File: config.mk
export PLATFORM = sky130hd
export DESIGN_NAME = fap_sequencer
export DESIGN_NICKNAME = d
export VERILOG_FILES = /design/src/design/fap_pkg.sv /design/src/design/fap_cmd_decode.sv /design/src/design/fap_bank_check.sv /design/src/design/fap_sequencer.sv
export SDC_FILE = /design/constraint.sdc
export NUM_CORES = 1
export LEC_CHECK = 0
export ABC_AREA = 0
export CORE_MARGIN = 1
export CORE_UTILIZATION = 30
export CTS_BUF_LIST = sky130_fd_sc_hd__clkbuf_4 sky130_fd_sc_hd__clkbuf_8
export DETAILED_ROUTE_END_ITERATION = 12
export DONT_BUFFER_PORTS = 1
export PLACE_DENSITY = 0.49
export SLEW_MARGIN = 20
export SYNTH_ARGS = -nofsm -noshare
export SYNTH_HDL_FRONTEND = slang
export SYNTH_SLANG_ARGS = --single-unit
File: constraint.sdc
create_clock -name i_clk -period 2.1 [get_ports i_clk]
set_input_delay 0.42 -clock i_clk [delete_from_list [all_inputs] [get_ports i_clk]]
set_output_delay 0.42 -clock i_clk [all_outputs]
set_load 0.05 [all_outputs]
File: src/design/fap_pkg.sv
package fap_pkg;

    // Register addresses on the special-function-register bus
    localparam logic [7:0] CMD_STAT_ADDR   = 8'hd5;
    localparam logic [7:0] DATA_PORT_ADDR  = 8'hd6;

    // Command/status field layout
    localparam int         IDLE_BIT        = 7;
    localparam int         ERR_BIT         = 6;
    localparam int         CMD_MSB         = 3;
    localparam logic [3:0] CMD_RST_VAL     = 4'h0;
    localparam logic       IDLE_RST_VAL    = 1'b1;
    localparam logic       ERR_RST_VAL     = 1'b0;
    localparam logic [7:0] DATA_RST_VAL    = 8'hff;

    // Command codes
    localparam logic [3:0] CMD_READ_MODE   = 4'h0;
    localparam logic [3:0] CMD_VFY_OPT     = 4'h1;
    localparam logic [3:0] CMD_VFY_SEC     = 4'h2;
    localparam logic [3:0] CMD_VFY_UPPER   = 4'h3;
    localparam logic [3:0] CMD_RSVD_A      = 4'h4;
    localparam logic [3:0] CMD_RSVD_B      = 4'h8;
    localparam logic [3:0] CMD_WR_OPT      = 4'h9;
    localparam logic [3:0] CMD_WR_SEC      = 4'ha;
    localparam logic [3:0] CMD_WR_UPPER    = 4'hb;
    localparam logic [3:0] CMD_ER_OPT      = 4'hc;
    localparam logic [3:0] CMD_ER_SEC      = 4'hd;
    localparam logic [3:0] CMD_ER_UPPER    = 4'he;
    localparam logic [3:0] CMD_SYS_RESET   = 4'hf;

    // Security block and option register layout
    localparam logic [7:0] LOCK_ADDR       = 8'h40;
    localparam int         LOCK_LSB        = 3;
    localparam logic [7:0] OPT_DEFINED     = 8'h08;

    // Upper program bank
    localparam logic [15:0] UPPER_BASE     = 16'h2000;
    localparam logic [15:0] UPPER_TOP      = 16'h3fff;

    // Start latency of the busy flag
    localparam int         CLK_PERIOD_PS   = 5000;
    localparam int         START_MAX_NS    = 1000;
    localparam int         START_MAX_CYC   = START_MAX_NS * 1000
                                             / CLK_PERIOD_PS;
    localparam int         START_LAT_CYC   = 1;

    typedef enum logic [3:0] {
        ST_IDLE = 4'b0001,
        ST_LOAD = 4'b0010,
        ST_READ = 4'b0100,
        ST_PROG = 4'b1000
    } fap_state_e;

endpackage

File: src/design/fap_cmd_decode.sv
`timescale 1ns/1ps
module fap_cmd_decode
    import fap_pkg::*;
(
    // Command code
    input  wire logic [3:0] i_code,
    // Decoded class
    output logic [1:0]      o_nbytes,
    output logic            o_is_op,
    output logic            o_is_read,
    output logic            o_is_upper,
    output logic            o_is_reset
);

    always_comb begin
        o_nbytes   = 2'd0;
        o_is_op    = 1'b1;
        o_is_read  = 1'b0;
        o_is_upper = 1'b0;
        o_is_reset = 1'b0;
        case (i_code)
            CMD_VFY_OPT: begin
                o_is_read  = 1'b1;
            end
            CMD_VFY_SEC: begin
                o_is_read  = 1'b1;
                o_nbytes   = 2'd1;
            end
            CMD_VFY_UPPER: begin
                o_is_read  = 1'b1;
                o_is_upper = 1'b1;
                o_nbytes   = 2'd2;
            end
            CMD_WR_OPT: o_nbytes = 2'd1;
            CMD_WR_SEC: o_nbytes = 2'd2;
            CMD_WR_UPPER: begin
                o_is_upper = 1'b1;
                o_nbytes   = 2'd3;
            end
            CMD_ER_OPT, CMD_ER_SEC, CMD_ER_UPPER: o_nbytes = 2'd0;
            CMD_SYS_RESET: begin
                o_is_op    = 1'b0;
                o_is_reset = 1'b1;
            end
            default: o_is_op = 1'b0;
        endcase
    end

endmodule

File: src/design/fap_bank_check.sv
`timescale 1ns/1ps
module fap_bank_check #(
    parameter logic [15:0] BASE = 16'h2000,
    parameter logic [15:0] TOP  = 16'h3fff
) (
    // Address under test
    input  wire logic [15:0] i_addr,
    // Inside the writable bank
    output logic             o_ok
);

    if (BASE > TOP) begin : g_bad_range
        $error("Bank base lies above bank top");
    end

    assign o_ok = (i_addr >= BASE) && (i_addr <= TOP);

endmodule

File: src/design/fap_sequencer.sv
`timescale 1ns/1ps
module fap_sequencer
    import fap_pkg::*;
(
    // Clock and reset
    input  wire logic        i_clk,
    input  wire logic        i_rstn,
    // Special-function-register bus
    input  wire logic [7:0]  i_sfr_addr,
    input  wire logic        i_sfr_wr,
    input  wire logic        i_sfr_rd,
    input  wire logic [7:0]  i_sfr_wdata,
    input  wire logic        i_ta_open,
    output logic [7:0]       o_sfr_rdata,
    // Flash array
    output logic             o_flash_req,
    output logic [3:0]       o_flash_op,
    output logic [15:0]      o_flash_addr,
    output logic [7:0]       o_flash_wdata,
    input  wire logic [7:0]  i_flash_rdata,
    input  wire logic        i_flash_done,
    input  wire logic        i_flash_fail,
    // System
    output logic             o_sys_reset,
    output logic             o_upper_exec_en
);
    import fap_pkg::*;

    if (START_LAT_CYC > START_MAX_CYC) begin : g_bad_lat
        $error("Start latency exceeds the busy limit");
    end

    fap_state_e  st_r,      st_nxt;
    logic [3:0]  cmd_r,     cmd_nxt;
    logic        idle_r,    idle_nxt;
    logic        err_r,     err_nxt;
    logic [1:0]  cnt_r,     cnt_nxt;
    logic [7:0]  buf_r [3], buf_nxt [3];
    logic [7:0]  data_r,    data_nxt;
    logic        req_r,     req_nxt;
    logic [3:0]  op_r,      op_nxt;
    logic [15:0] faddr_r,   faddr_nxt;
    logic [7:0]  fwdata_r,  fwdata_nxt;
    logic        srst_r,    srst_nxt;
    logic        exec_r,    exec_nxt;
    logic [7:0]  rdata_r,   rdata_nxt;

    logic        cmd_stat_wr;
    logic        data_port_wr;
    logic [1:0]  cur_nbytes;
    logic        cur_is_op;
    logic        cur_is_read;
    logic        cur_is_upper;
    logic [1:0]  new_nbytes;
    logic        new_is_op;
    logic        new_is_reset;
    logic        new_is_read;
    logic        new_is_upper;
    logic [7:0]  b0;
    logic [7:0]  b1;
    logic [7:0]  b2;
    logic        bank_ok;
    logic        last_byte;
    logic        go;

    fap_cmd_decode u_dec_cur (
        .i_code     (cmd_r),
        .o_nbytes   (cur_nbytes),
        .o_is_op    (cur_is_op),
        .o_is_read  (cur_is_read),
        .o_is_upper (cur_is_upper),
        .o_is_reset ()
    );

    fap_cmd_decode u_dec_new (
        .i_code     (i_sfr_wdata[CMD_MSB:0]),
        .o_nbytes   (new_nbytes),
        .o_is_op    (new_is_op),
        .o_is_read  (new_is_read),
        .o_is_upper (new_is_upper),
        .o_is_reset (new_is_reset)
    );

    // Address assembled from stored and incoming bytes
    fap_bank_check #(
        .BASE (UPPER_BASE),
        .TOP  (UPPER_TOP)
    ) u_bank (
        .i_addr (cmd_is_word_addr() ? {b0, b1} : {8'h00, b0}),
        .o_ok   (bank_ok)
    );

    function automatic logic cmd_is_word_addr();
        cmd_is_word_addr = (cmd_r == CMD_VFY_UPPER) ||
                           (cmd_r == CMD_WR_UPPER);
    endfunction

    // Bus strobes; lock bits play no part here
    assign cmd_stat_wr = i_sfr_wr && (i_sfr_addr == CMD_STAT_ADDR)
                         && i_ta_open;
    assign data_port_wr = i_sfr_wr && (i_sfr_addr == DATA_PORT_ADDR)
                          && (st_r == ST_LOAD);
    assign b0 = (cnt_r == 2'd0) ? i_sfr_wdata : buf_r[0];
    assign b1 = (cnt_r == 2'd1) ? i_sfr_wdata : buf_r[1];
    assign b2 = (cnt_r == 2'd2) ? i_sfr_wdata : buf_r[2];
    assign last_byte = data_port_wr && (cnt_r + 2'd1 == cur_nbytes);
    assign go = last_byte && (!cur_is_upper || bank_ok);

    always_comb begin
        st_nxt     = st_r;
        cmd_nxt    = cmd_r;
        idle_nxt   = idle_r;
        err_nxt    = err_r;
        cnt_nxt    = cnt_r;
        buf_nxt    = buf_r;
        data_nxt   = data_r;
        req_nxt    = 1'b0;
        op_nxt     = op_r;
        faddr_nxt  = faddr_r;
        fwdata_nxt = fwdata_r;
        srst_nxt   = 1'b0;
        case (st_r)
            ST_IDLE, ST_LOAD: begin
                if (cmd_stat_wr) begin
                    cmd_nxt = i_sfr_wdata[CMD_MSB:0];
                    cnt_nxt = 2'd0;
                    st_nxt  = ST_IDLE;
                    srst_nxt = new_is_reset;
                    if (new_is_op) begin
                        err_nxt = 1'b0;
                        op_nxt  = i_sfr_wdata[CMD_MSB:0];
                        if (new_nbytes == 2'd0) begin
                            // Erases and option verify need no bytes
                            req_nxt   = 1'b1;
                            idle_nxt  = new_is_read;
                            faddr_nxt = 16'h0000;
                            st_nxt    = new_is_read ? ST_READ : ST_PROG;
                        end else begin
                            st_nxt = ST_LOAD;
                        end
                    end
                end else if (data_port_wr) begin
                    buf_nxt[cnt_r] = i_sfr_wdata;
                    cnt_nxt        = cnt_r + 2'd1;
                    if (last_byte) begin
                        st_nxt  = ST_IDLE;
                        cnt_nxt = 2'd0;
                        if (!go) begin
                            err_nxt = 1'b1;
                        end else begin
                            req_nxt  = 1'b1;
                            idle_nxt = cur_is_read;
                            st_nxt   = cur_is_read ? ST_READ : ST_PROG;
                            case (cmd_r)
                                CMD_VFY_SEC: begin
                                    faddr_nxt = {8'h00, b0};
                                end
                                CMD_VFY_UPPER: begin
                                    faddr_nxt = {b0, b1};
                                end
                                CMD_WR_OPT: begin
                                    fwdata_nxt = b0;
                                end
                                CMD_WR_SEC: begin
                                    faddr_nxt  = {8'h00, b0};
                                    fwdata_nxt = b1;
                                    if (b0 == LOCK_ADDR) begin
                                        fwdata_nxt[LOCK_LSB]   = b1[LOCK_LSB+2];
                                        fwdata_nxt[LOCK_LSB+2] = b1[LOCK_LSB];
                                    end
                                end
                                CMD_WR_UPPER: begin
                                    faddr_nxt  = {b0, b1};
                                    fwdata_nxt = b2;
                                end
                                default: faddr_nxt = faddr_r;
                            endcase
                        end
                    end
                end
            end
            ST_READ: begin
                // Array answers in the same cycle as the request
                idle_nxt = 1'b1;
                st_nxt   = ST_IDLE;
                if (op_r == CMD_VFY_OPT) begin
                    data_nxt = i_flash_rdata | ~OPT_DEFINED;
                end else begin
                    data_nxt = i_flash_rdata;
                end
            end
            ST_PROG: begin
                if (i_flash_fail) begin
                    err_nxt  = 1'b1;
                    idle_nxt = 1'b1;
                    st_nxt   = ST_IDLE;
                end else if (i_flash_done) begin
                    idle_nxt = 1'b1;
                    st_nxt   = ST_IDLE;
                end
            end
            default: begin
                st_nxt   = ST_IDLE;
                idle_nxt = 1'b1;
            end
        endcase
    end

    // Execution of the upper bank only in read mode or a no-op code
    always_comb begin
        exec_nxt = (cmd_nxt == CMD_READ_MODE) ||
                   (!new_is_op && !new_is_reset && cmd_stat_wr
                    && st_r != ST_READ && st_r != ST_PROG) ||
                   (exec_r && !cmd_stat_wr);
        if (st_r == ST_READ || st_r == ST_PROG) begin
            exec_nxt = exec_r;
        end
    end

    // Registered read data; flags are read-only
    always_comb begin
        rdata_nxt = 8'h00;
        if (i_sfr_rd && i_sfr_addr == CMD_STAT_ADDR) begin
            rdata_nxt[IDLE_BIT]  = idle_r;
            rdata_nxt[ERR_BIT]   = err_r;
            rdata_nxt[CMD_MSB:0] = cmd_r;
        end else if (i_sfr_rd && i_sfr_addr == DATA_PORT_ADDR
                     && cmd_r != CMD_READ_MODE) begin
            rdata_nxt = data_r;
        end
    end

    always_ff @(posedge i_clk or negedge i_rstn) begin
        if (!i_rstn) begin
            st_r     <= ST_IDLE;
            cmd_r    <= CMD_RST_VAL;
            idle_r   <= IDLE_RST_VAL;
            err_r    <= ERR_RST_VAL;
            cnt_r    <= 2'd0;
            buf_r    <= '{default: 8'h00};
            data_r   <= DATA_RST_VAL;
            req_r    <= 1'b0;
            op_r     <= CMD_RST_VAL;
            faddr_r  <= 16'h0000;
            fwdata_r <= 8'h00;
            srst_r   <= 1'b0;
            exec_r   <= 1'b1;
            rdata_r  <= 8'h00;
        end else begin
            st_r     <= st_nxt;
            cmd_r    <= cmd_nxt;
            idle_r   <= idle_nxt;
            err_r    <= err_nxt;
            cnt_r    <= cnt_nxt;
            buf_r    <= buf_nxt;
            data_r   <= data_nxt;
            req_r    <= req_nxt;
            op_r     <= op_nxt;
            faddr_r  <= faddr_nxt;
            fwdata_r <= fwdata_nxt;
            srst_r   <= srst_nxt;
            exec_r   <= exec_nxt;
            rdata_r  <= rdata_nxt;
        end
    end

    assign o_sfr_rdata     = rdata_r;
    assign o_flash_req     = req_r;
    assign o_flash_op      = op_r;
    assign o_flash_addr    = faddr_r;
    assign o_flash_wdata   = fwdata_r;
    assign o_sys_reset     = srst_r;
    assign o_upper_exec_en = exec_r;
endmodule

==> results.py, run 1 <==
metrics = {
    "timing": {
        "worst_pin_slew_ns": 0.5843,
        "hold_violations": 83,
        "setup_viol_count_final": 0,
        "grt_setup_unrepaired": "yes",
        "drv_slew": 0,
        "slew_headroom_pct": 61.05,
        "timing.fmax_ghz": 0.4840,
        "fin_skew_ns": 0.01552,
        "min_period_over_period_pct": 98.39,
        "holdWs_ns": -0.2577,
        "finalCriticalPeriod_ns": 2.066,
    },
    "setup_path": {
        "r2r_end": "o_flash_wdata[2]",
        "cp_cell_sequence": "nor4bb_2 -> buf_4 -> and4bb_2 -> o221a_4 -> and3_4 -> mux2_4",
        "critPathBufInv": 1,
        "crit_arrival_ns": 2.32,
        "cp.required_ns": 2.36,
        "cp_max_fo": 8,
        "crit_type": "flip-flop to flip-flop",
        "reg2regPathDepth": 6,
        "critPathTopFamily": "simple AND/OR/NAND/NOR gates",
        "worstSetupEndpointType": "flip-flop",
        "r2r_start": "st_r[2]",
        "crit_slowest_cell": "dfrtp_1",
        "setup.worst_path.start_class": "flip-flop",
        "slowest_delay_ns": 0.41,
        "startpoint": "st_r[2]",
        "r2r_slack_ns": 0.03,
    },
    "pwr": {
        "sw_frac_of_total_pct": 23.03,
        "irDropWorstVdd_uv": 264.8,
        "power.leakage_nw": 2.373,
        "cellPowerDensity_mw_per_mm2": 532.0,
        "p_switching_w": 0.0006777,
        "intPower_w": 0.002265,
        "seqPwrFrac_pct": 54.7,
        "power.clock.fraction_pct": 40.7,
        "power_frac_comb_pct": 4.6,
    },
    "final_layout": {
        "area.sequential_sq_mm": 0.002091,
        "most-common-layout-cells": "dfrtp_1, buf_4, nand2_1, mux2_2, o211ai_1",
        "area_growth_pct": 22.07,
        "nNetsFinal": 520,
        "layout_commonest_cell": "dfrtp_1",
        "multi_input_area_sq_mm": 0.002452,
        "postLayoutCoreUtil_pct": 37.76,
        "n_fill_cell": 1480,
        "diodes": 0,
        "drive_gt1_share_pct": 33.20,
    },
    "synthesis": {
        "yosys_warnings": 0,
        "synthCells": 446,
        "synth_cell_type_count": 65,
        "synth_edf_count": 0,
        "synth-seq-cells": 83,
        "synth_ff_type": "dfrtp_1",
        "netlist_area_sq_mm": 0.004531,
        "postSynthAreaPerCell_sq_um": 10.16,
        "synth_nets": 480,
        "async_flop_share_pct": 100.0,
        "ys_seq_area_share_pct": 46.15,
    },
    "cts": {
        "clk_pin_slew_ns": 0.09,
        "clock_latency_ns": 0.37,
        "htree_levels": 3,
        "cts_tree": "yes",
        "clock_path_buffers": 2,
        "numCtsBuffers": 9,
        "cts_sinks": 83,
        "root_buffer": "clkbuf_8",
    },
    "floorplan": {
        "core_area_sq_mm": 0.01464,
        "dieHeight_um": 124.9,
        "dieWidth_um": 124.9,
        "dieArea_sq_mm": 0.01560,
        "start_util_pct": 30.94,
        "ios": 70,
        "rows": 44,
    },
    "grt": {
        "grt_overflow": 0,
        "grt_pass1_vias": 3732,
        "grt_pass1_wl_um": 21110,
        "grt_max_degree": 84,
        "antenna_found_initial": 0,
        "grt.total_usage_pct": 17.53,
    },
    "drt": {
        "wl_um": 13010,
        "dr.pass1.iters": 8,
        "vias": 3676,
        "drtIter0Drc": 248,
        "viasPerCell": 5.446,
        "route.antenna.remaining_nets": 0,
        "wl_per_cell_um": 19.27,
        "drc": 14,
    },
    "placed_design": {
        "place.gp.congestion": 0.8045,
        "dpl.hpwl_um": 9562,
        "port_buffers": 0,
    },
    "run": {
        "cap_viol_max_count": 0,
    },
    "run_status": {
        "outcome": "complete, but fails checks",
        "violations": "DRC, hold timing",
    },
    "hold_path": {
        "hp-class": "primary input to async pin",
    },
}
power groups by stage:
stage	clock network, W	logic (W)	registers (W)
after CTS	0.00125	0.000128	0.00161
after detailed placement	0	0.000126	0.00164
after global routing	0.00131	0.000147	0.00161
final	0.00120	0.000135	0.00161
after global placement	0	0.000126	0.00164
after floorplan	0	0.000103	0.00164
through the flow:
step / instances / setup TNS [ns] / setup slack, ns / area (sq um) / power [W]
6_report: 675 / 0 / 0.03371 / 5530 / 0.002942
5_1_grt: 675 / -0.4405 / -0.09466 / 5530 / 0.003071
4_1_cts: 676 / 0 / 0.0002136 / 5430 / 0.002986
3_5_place_dp: 660 / -0.3074 / -0.04973 / 5196 / 0.001767
3_3_place_gp: 660 / -0.01504 / -0.01067 / 5196 / 0.001767
2_1_floorplan: 446 / -0.01945 / -0.009725 / 4598 / 0.001742
layout make-up:
| class | instances | share of cell area (%) |
|---|---|---|
| Clock buffer | 11 | 2.624 |
| Clock inverter | 5 | 1.086 |
| Inverter | 10 | 0.6787 |
| Multi-Input combinational cell | 320 | 44.34 |
| Sequential cell | 83 | 37.81 |
| Tap cell | 184 | 4.163 |
| Timing Repair Buffer | 62 | 9.299 |
timing repair:
item / 4_1_cts / 5_1_grt
setup endpoints to repair: 9 / 28
gates resized for setup: 5 / 27
hold endpoints to repair: 83 / 83
pin swaps: 1 / 5
setup buffers: 0 / 0
Yosys cell counts (all sizes together) (3+ instances only):
cell	instances	share of area, %
a31oi	5	0.69
o21ai	20	2.3
buf	9	1.2
o211ai	19	3.3
a21oi	12	1.3
or4	4	0.75
a21o	3	0.50
mux2	38	9.4
o221ai	3	0.58
nor4b	3	0.58
nand2b	11	1.5
a22oi	4	0.66
o41ai	4	0.77
ha	3	0.83
or3	5	0.80
clkbuf	24	2.0
a22o	6	1.2
nor4	3	0.41
nor2	16	1.3
nor3	7	0.77
nand4	8	1.1
dfrtp	72	40
dfstp	11	6.4
nand2	53	4.4
inv	10	0.83
mux2i	16	3.5
o2111ai	4	0.77
a211oi	8	1.3
o22a	7	1.4
nand3	14	1.5
and2	3	0.41
nor3b	3	0.50
nand4b	3	0.58
layer usage:
| layer | GRT usage [%] | routed length [um] |
|---|---|---|
| met4 | 5.882 | 191 |
| met1 | 24.33 | 6283 |
| met3 | 4.296 | 696 |
| met2 | 26.57 | 5837 |
| met5 | 0 | 0 |
state kept, by name, indices dropped and copies added (netlist names):
register / count
buf_r: 24
o_flash_addr: 16
data_r: 8
o_flash_wdata: 8
o_sfr_rdata: 8
cmd_r: 4
o_flash_op: 4
st_r: 4
cnt_r: 2
err_r: 1
idle_r: 1
o_flash_req: 1
o_sys_reset: 1
o_upper_exec_en: 1
worst max-delay path by stage:
stage | cells after the start | end | slack (ns)
after detailed placement | 6 | o_flash_addr[6] | -0.05
after global routing | 7 | o_flash_wdata[5] | -0.09
after floorplan | 8 | o_flash_wdata[3] | -0.01
after CTS | 7 | o_flash_wdata[3] | 0.0002
after global placement | 6 | o_flash_addr[6] | -0.01
final | 6 | o_flash_wdata[2] | 0.03
kinds of logic (layout without fill, tap and decap cells):
logic type      after synthesis  in the layout  share of synthesized area, %
xor+xnor                      1              1                        0.1934
buf+inv                      43             88                         3.977
mux                          54             54                         12.98
compound gates              117            117                         19.08
flops                        83             83                         46.15
simple gates                145            145                         16.79
fa+ha+maj                     3              3                        0.8286
(Power assumes the default switching activity.)
==> run 2: changes to the inputs <==
--- a/config.mk
+++ b/config.mk
@@ -15,4 +15,5 @@
 export SLEW_MARGIN = 20
 export SYNTH_ARGS = -nofsm -noshare
 export SYNTH_HDL_FRONTEND = slang
+export SYNTH_HIERARCHICAL = 1
 export SYNTH_SLANG_ARGS = --single-unit
==> run 2 against run 1 <==
The run ends with hold timing, setup timing left. Sequential share of layout area increased by 2.3 points. Sequential cell count unchanged. Synthesized area is 5.9% lower. Hold slack better by 0.0084 ns. Worst setup slack worse by 0.40 ns. First-iteration DRC count shrank 14%. Fmax decreased by 16%. Register-to-register slack worse by 0.40 ns. Clock skew is 0.0025 ns lower. Via count down 16%. Core utilization decreased by 0.25 points. Critical path type unchanged. Critical endpoint is now o_flash_addr[14]. Largest cell class unchanged. Largest power group unchanged.
==> results.py, run 2 <==
metrics = {
    "run_status": {
        "outcome": "complete, but fails checks",
        "violations": "hold timing, setup timing",
    },
    "timing": {
        "grt_setup_unrepaired": "yes",
        "fin_ws_ns": -0.3665,
        "slew_headroom_pct": 37.06,
        "hold_violations": 83,
        "setup_viol_count_final": 30,
        "finalCriticalPeriod_ns": 2.466,
        "holdWs_ns": -0.2493,
        "fin_tns_setup_ns": -9.366,
        "min_period_over_period_pct": 117.5,
        "timing.fmax_ghz": 0.4054,
        "fin_skew_ns": 0.01300,
        "worst_pin_slew_ns": 0.9420,
        "drv_slew": 0,
    },
    "cts": {
        "root_buffer": "clkbuf_8",
        "clock_latency_ns": 0.36,
        "cts_sinks": 83,
        "cts_tree": "yes",
        "htree_levels": 3,
        "clock_path_buffers": 2,
        "clk_pin_slew_ns": 0.08,
        "numCtsBuffers": 9,
    },
    "setup_path": {
        "cp.depth": 10,
        "startpoint": "cnt_r[1]",
        "slowest_delay_ns": 0.41,
        "r2r_start": "cnt_r[1]",
        "worstSetupEndpointType": "flip-flop",
        "crit_slowest_cell": "or3_4",
        "r2r_slack_ns": -0.37,
        "setup.worst_path.start_class": "flip-flop",
        "crit_type": "flip-flop to flip-flop",
        "critPathBufInv": 1,
        "worstSetupEndpoint": "o_flash_addr[14]",
        "cp.required_ns": 2.39,
        "crit_arrival_ns": 2.76,
        "reg2regPathDepth": 10,
        "cp_cell_sequence": "inv_2 -> ha_4 -> mux2_4 -> and3_4 -> nor3b_2 -> nand2b_1 -> nand3_2 -> or3_4 -> nor3_4 -> a22o_1",
        "cp_max_fo": 8,
        "critPathTopFamily": "simple AND/OR/NAND/NOR gates",
        "r2r_end": "o_flash_addr[14]",
    },
    "grt": {
        "grt_pass1_vias": 3146,
        "grt.total_usage_pct": 15.92,
        "grt_overflow": 0,
        "grt_pass1_wl_um": 17570,
        "antenna_found_initial": 0,
        "grt_max_degree": 84,
    },
    "final_layout": {
        "postLayoutCoreUtil_pct": 37.52,
        "nNetsFinal": 463,
        "most-common-layout-cells": "dfrtp_1, buf_4, mux2_2, mux2i_1, nor2_1",
        "area_growth_pct": 22.09,
        "largest_reg_flops": 24,
        "top_register": "buf_r",
        "diodes": 0,
        "layout_commonest_cell": "dfrtp_1",
        "drive_gt1_share_pct": 36.87,
    },
    "drt": {
        "wl_um": 11100,
        "viasPerCell": 5.055,
        "drc": 0,
        "wl_per_cell_um": 18.08,
        "vias": 3104,
        "dr.pass1.iters": 4,
        "drtIter0Drc": 214,
        "route.antenna.remaining_nets": 0,
    },
    "pwr": {
        "cellPowerDensity_mw_per_mm2": 569.2,
        "power.leakage_nw": 2.279,
        "finalPower_w": 0.002964,
        "irDropWorstVdd_uv": 216.9,
    },
    "synthesis": {
        "synth_nets": 416,
        "postSynthAreaPerCell_sq_um": 11.17,
        "netlist_area_sq_mm": 0.004265,
        "synthCells": 382,
        "yosys_warnings": 6,
    },
    "run": {
        "cap_viol_max_count": 0,
    },
    "floorplan": {
        "dieArea_sq_mm": 0.01470,
        "start_util_pct": 30.73,
        "dieWidth_um": 121.2,
        "rows": 43,
        "ios": 70,
        "core_area_sq_mm": 0.01388,
        "dieHeight_um": 121.2,
    },
    "placed_design": {
        "dpl.hpwl_um": 8147,
        "port_buffers": 0,
        "place.gp.congestion": 0.7771,
    },
    "hold_path": {
        "hp-class": "primary input to async pin",
    },
}
==> run 2: layer usage <==
layer / wire length [um] / GRT usage, % / vias to the layer above
met5: 0 / 0 / -
met4: 103 / 4.861 / 0
met3: 562 / 3.947 / 8
met2: 5275 / 25.29 / 50
met1: 5163 / 21.25 / 1568
li1: - / - / 1478
==> run 2: final cells by class <==
type | count | area, sq um
clock buffers | 11 | 138.9
clock inverters | 5 | 55.05
fillers | 1369 | 8673
inverters | 13 | 48.80
multi-input cells | 266 | 2171
flip-flops and latches | 83 | 2091
well taps | 180 | 225.2
repair buffers | 56 | 478.0
==> run 2: what timing repair did <==
action | CTS | global route
resized for setup | 7 | 21
cloned | 2 | 0
pin swaps | 9 | 5
endpoints found under the setup margin | 30 | 31
hold endpoints to repair | 83 | 83
setup buffers | 5 | 1
==> run 2: where the power goes <==
group	switching, W	internal (W)	leakage [nW]	total, W
sequential	0.0000443	0.00162	1.11	0.00166
clock	0.000577	0.000572	0.0962	0.00115
combinational	0.0000768	0.0000741	1.08	0.000151
total	0.000699	0.00227	2.28	0.00296
==> run 2: through the flow <==
stage / cell area (sq um) / instances / setup slack (ns)
floorplan: 4328 / 382 / -0.4403
detailed placement: 4843 / 590 / -0.4011
CTS: 5121 / 613 / -0.3397
finish: 5207 / 614 / -0.3665
global route: 5207 / 614 / -0.4608
global placement: 4843 / 590 / -0.3283
==> run 2: worst min path at each step <==
stage               startpoint       endpoint  slack, ns  depth (start not counted)
floorplan               i_rstn       buf_r[0]       0.12                          0
global placement        i_rstn  o_flash_op[2]       0.13                          0
detailed placement      i_rstn  o_flash_op[2]       0.13                          0
CTS                     i_rstn  o_flash_op[2]      -0.27                          0
global route            i_rstn  o_flash_op[2]      -0.28                          0
finish                  i_rstn  o_flash_op[2]      -0.25                          0
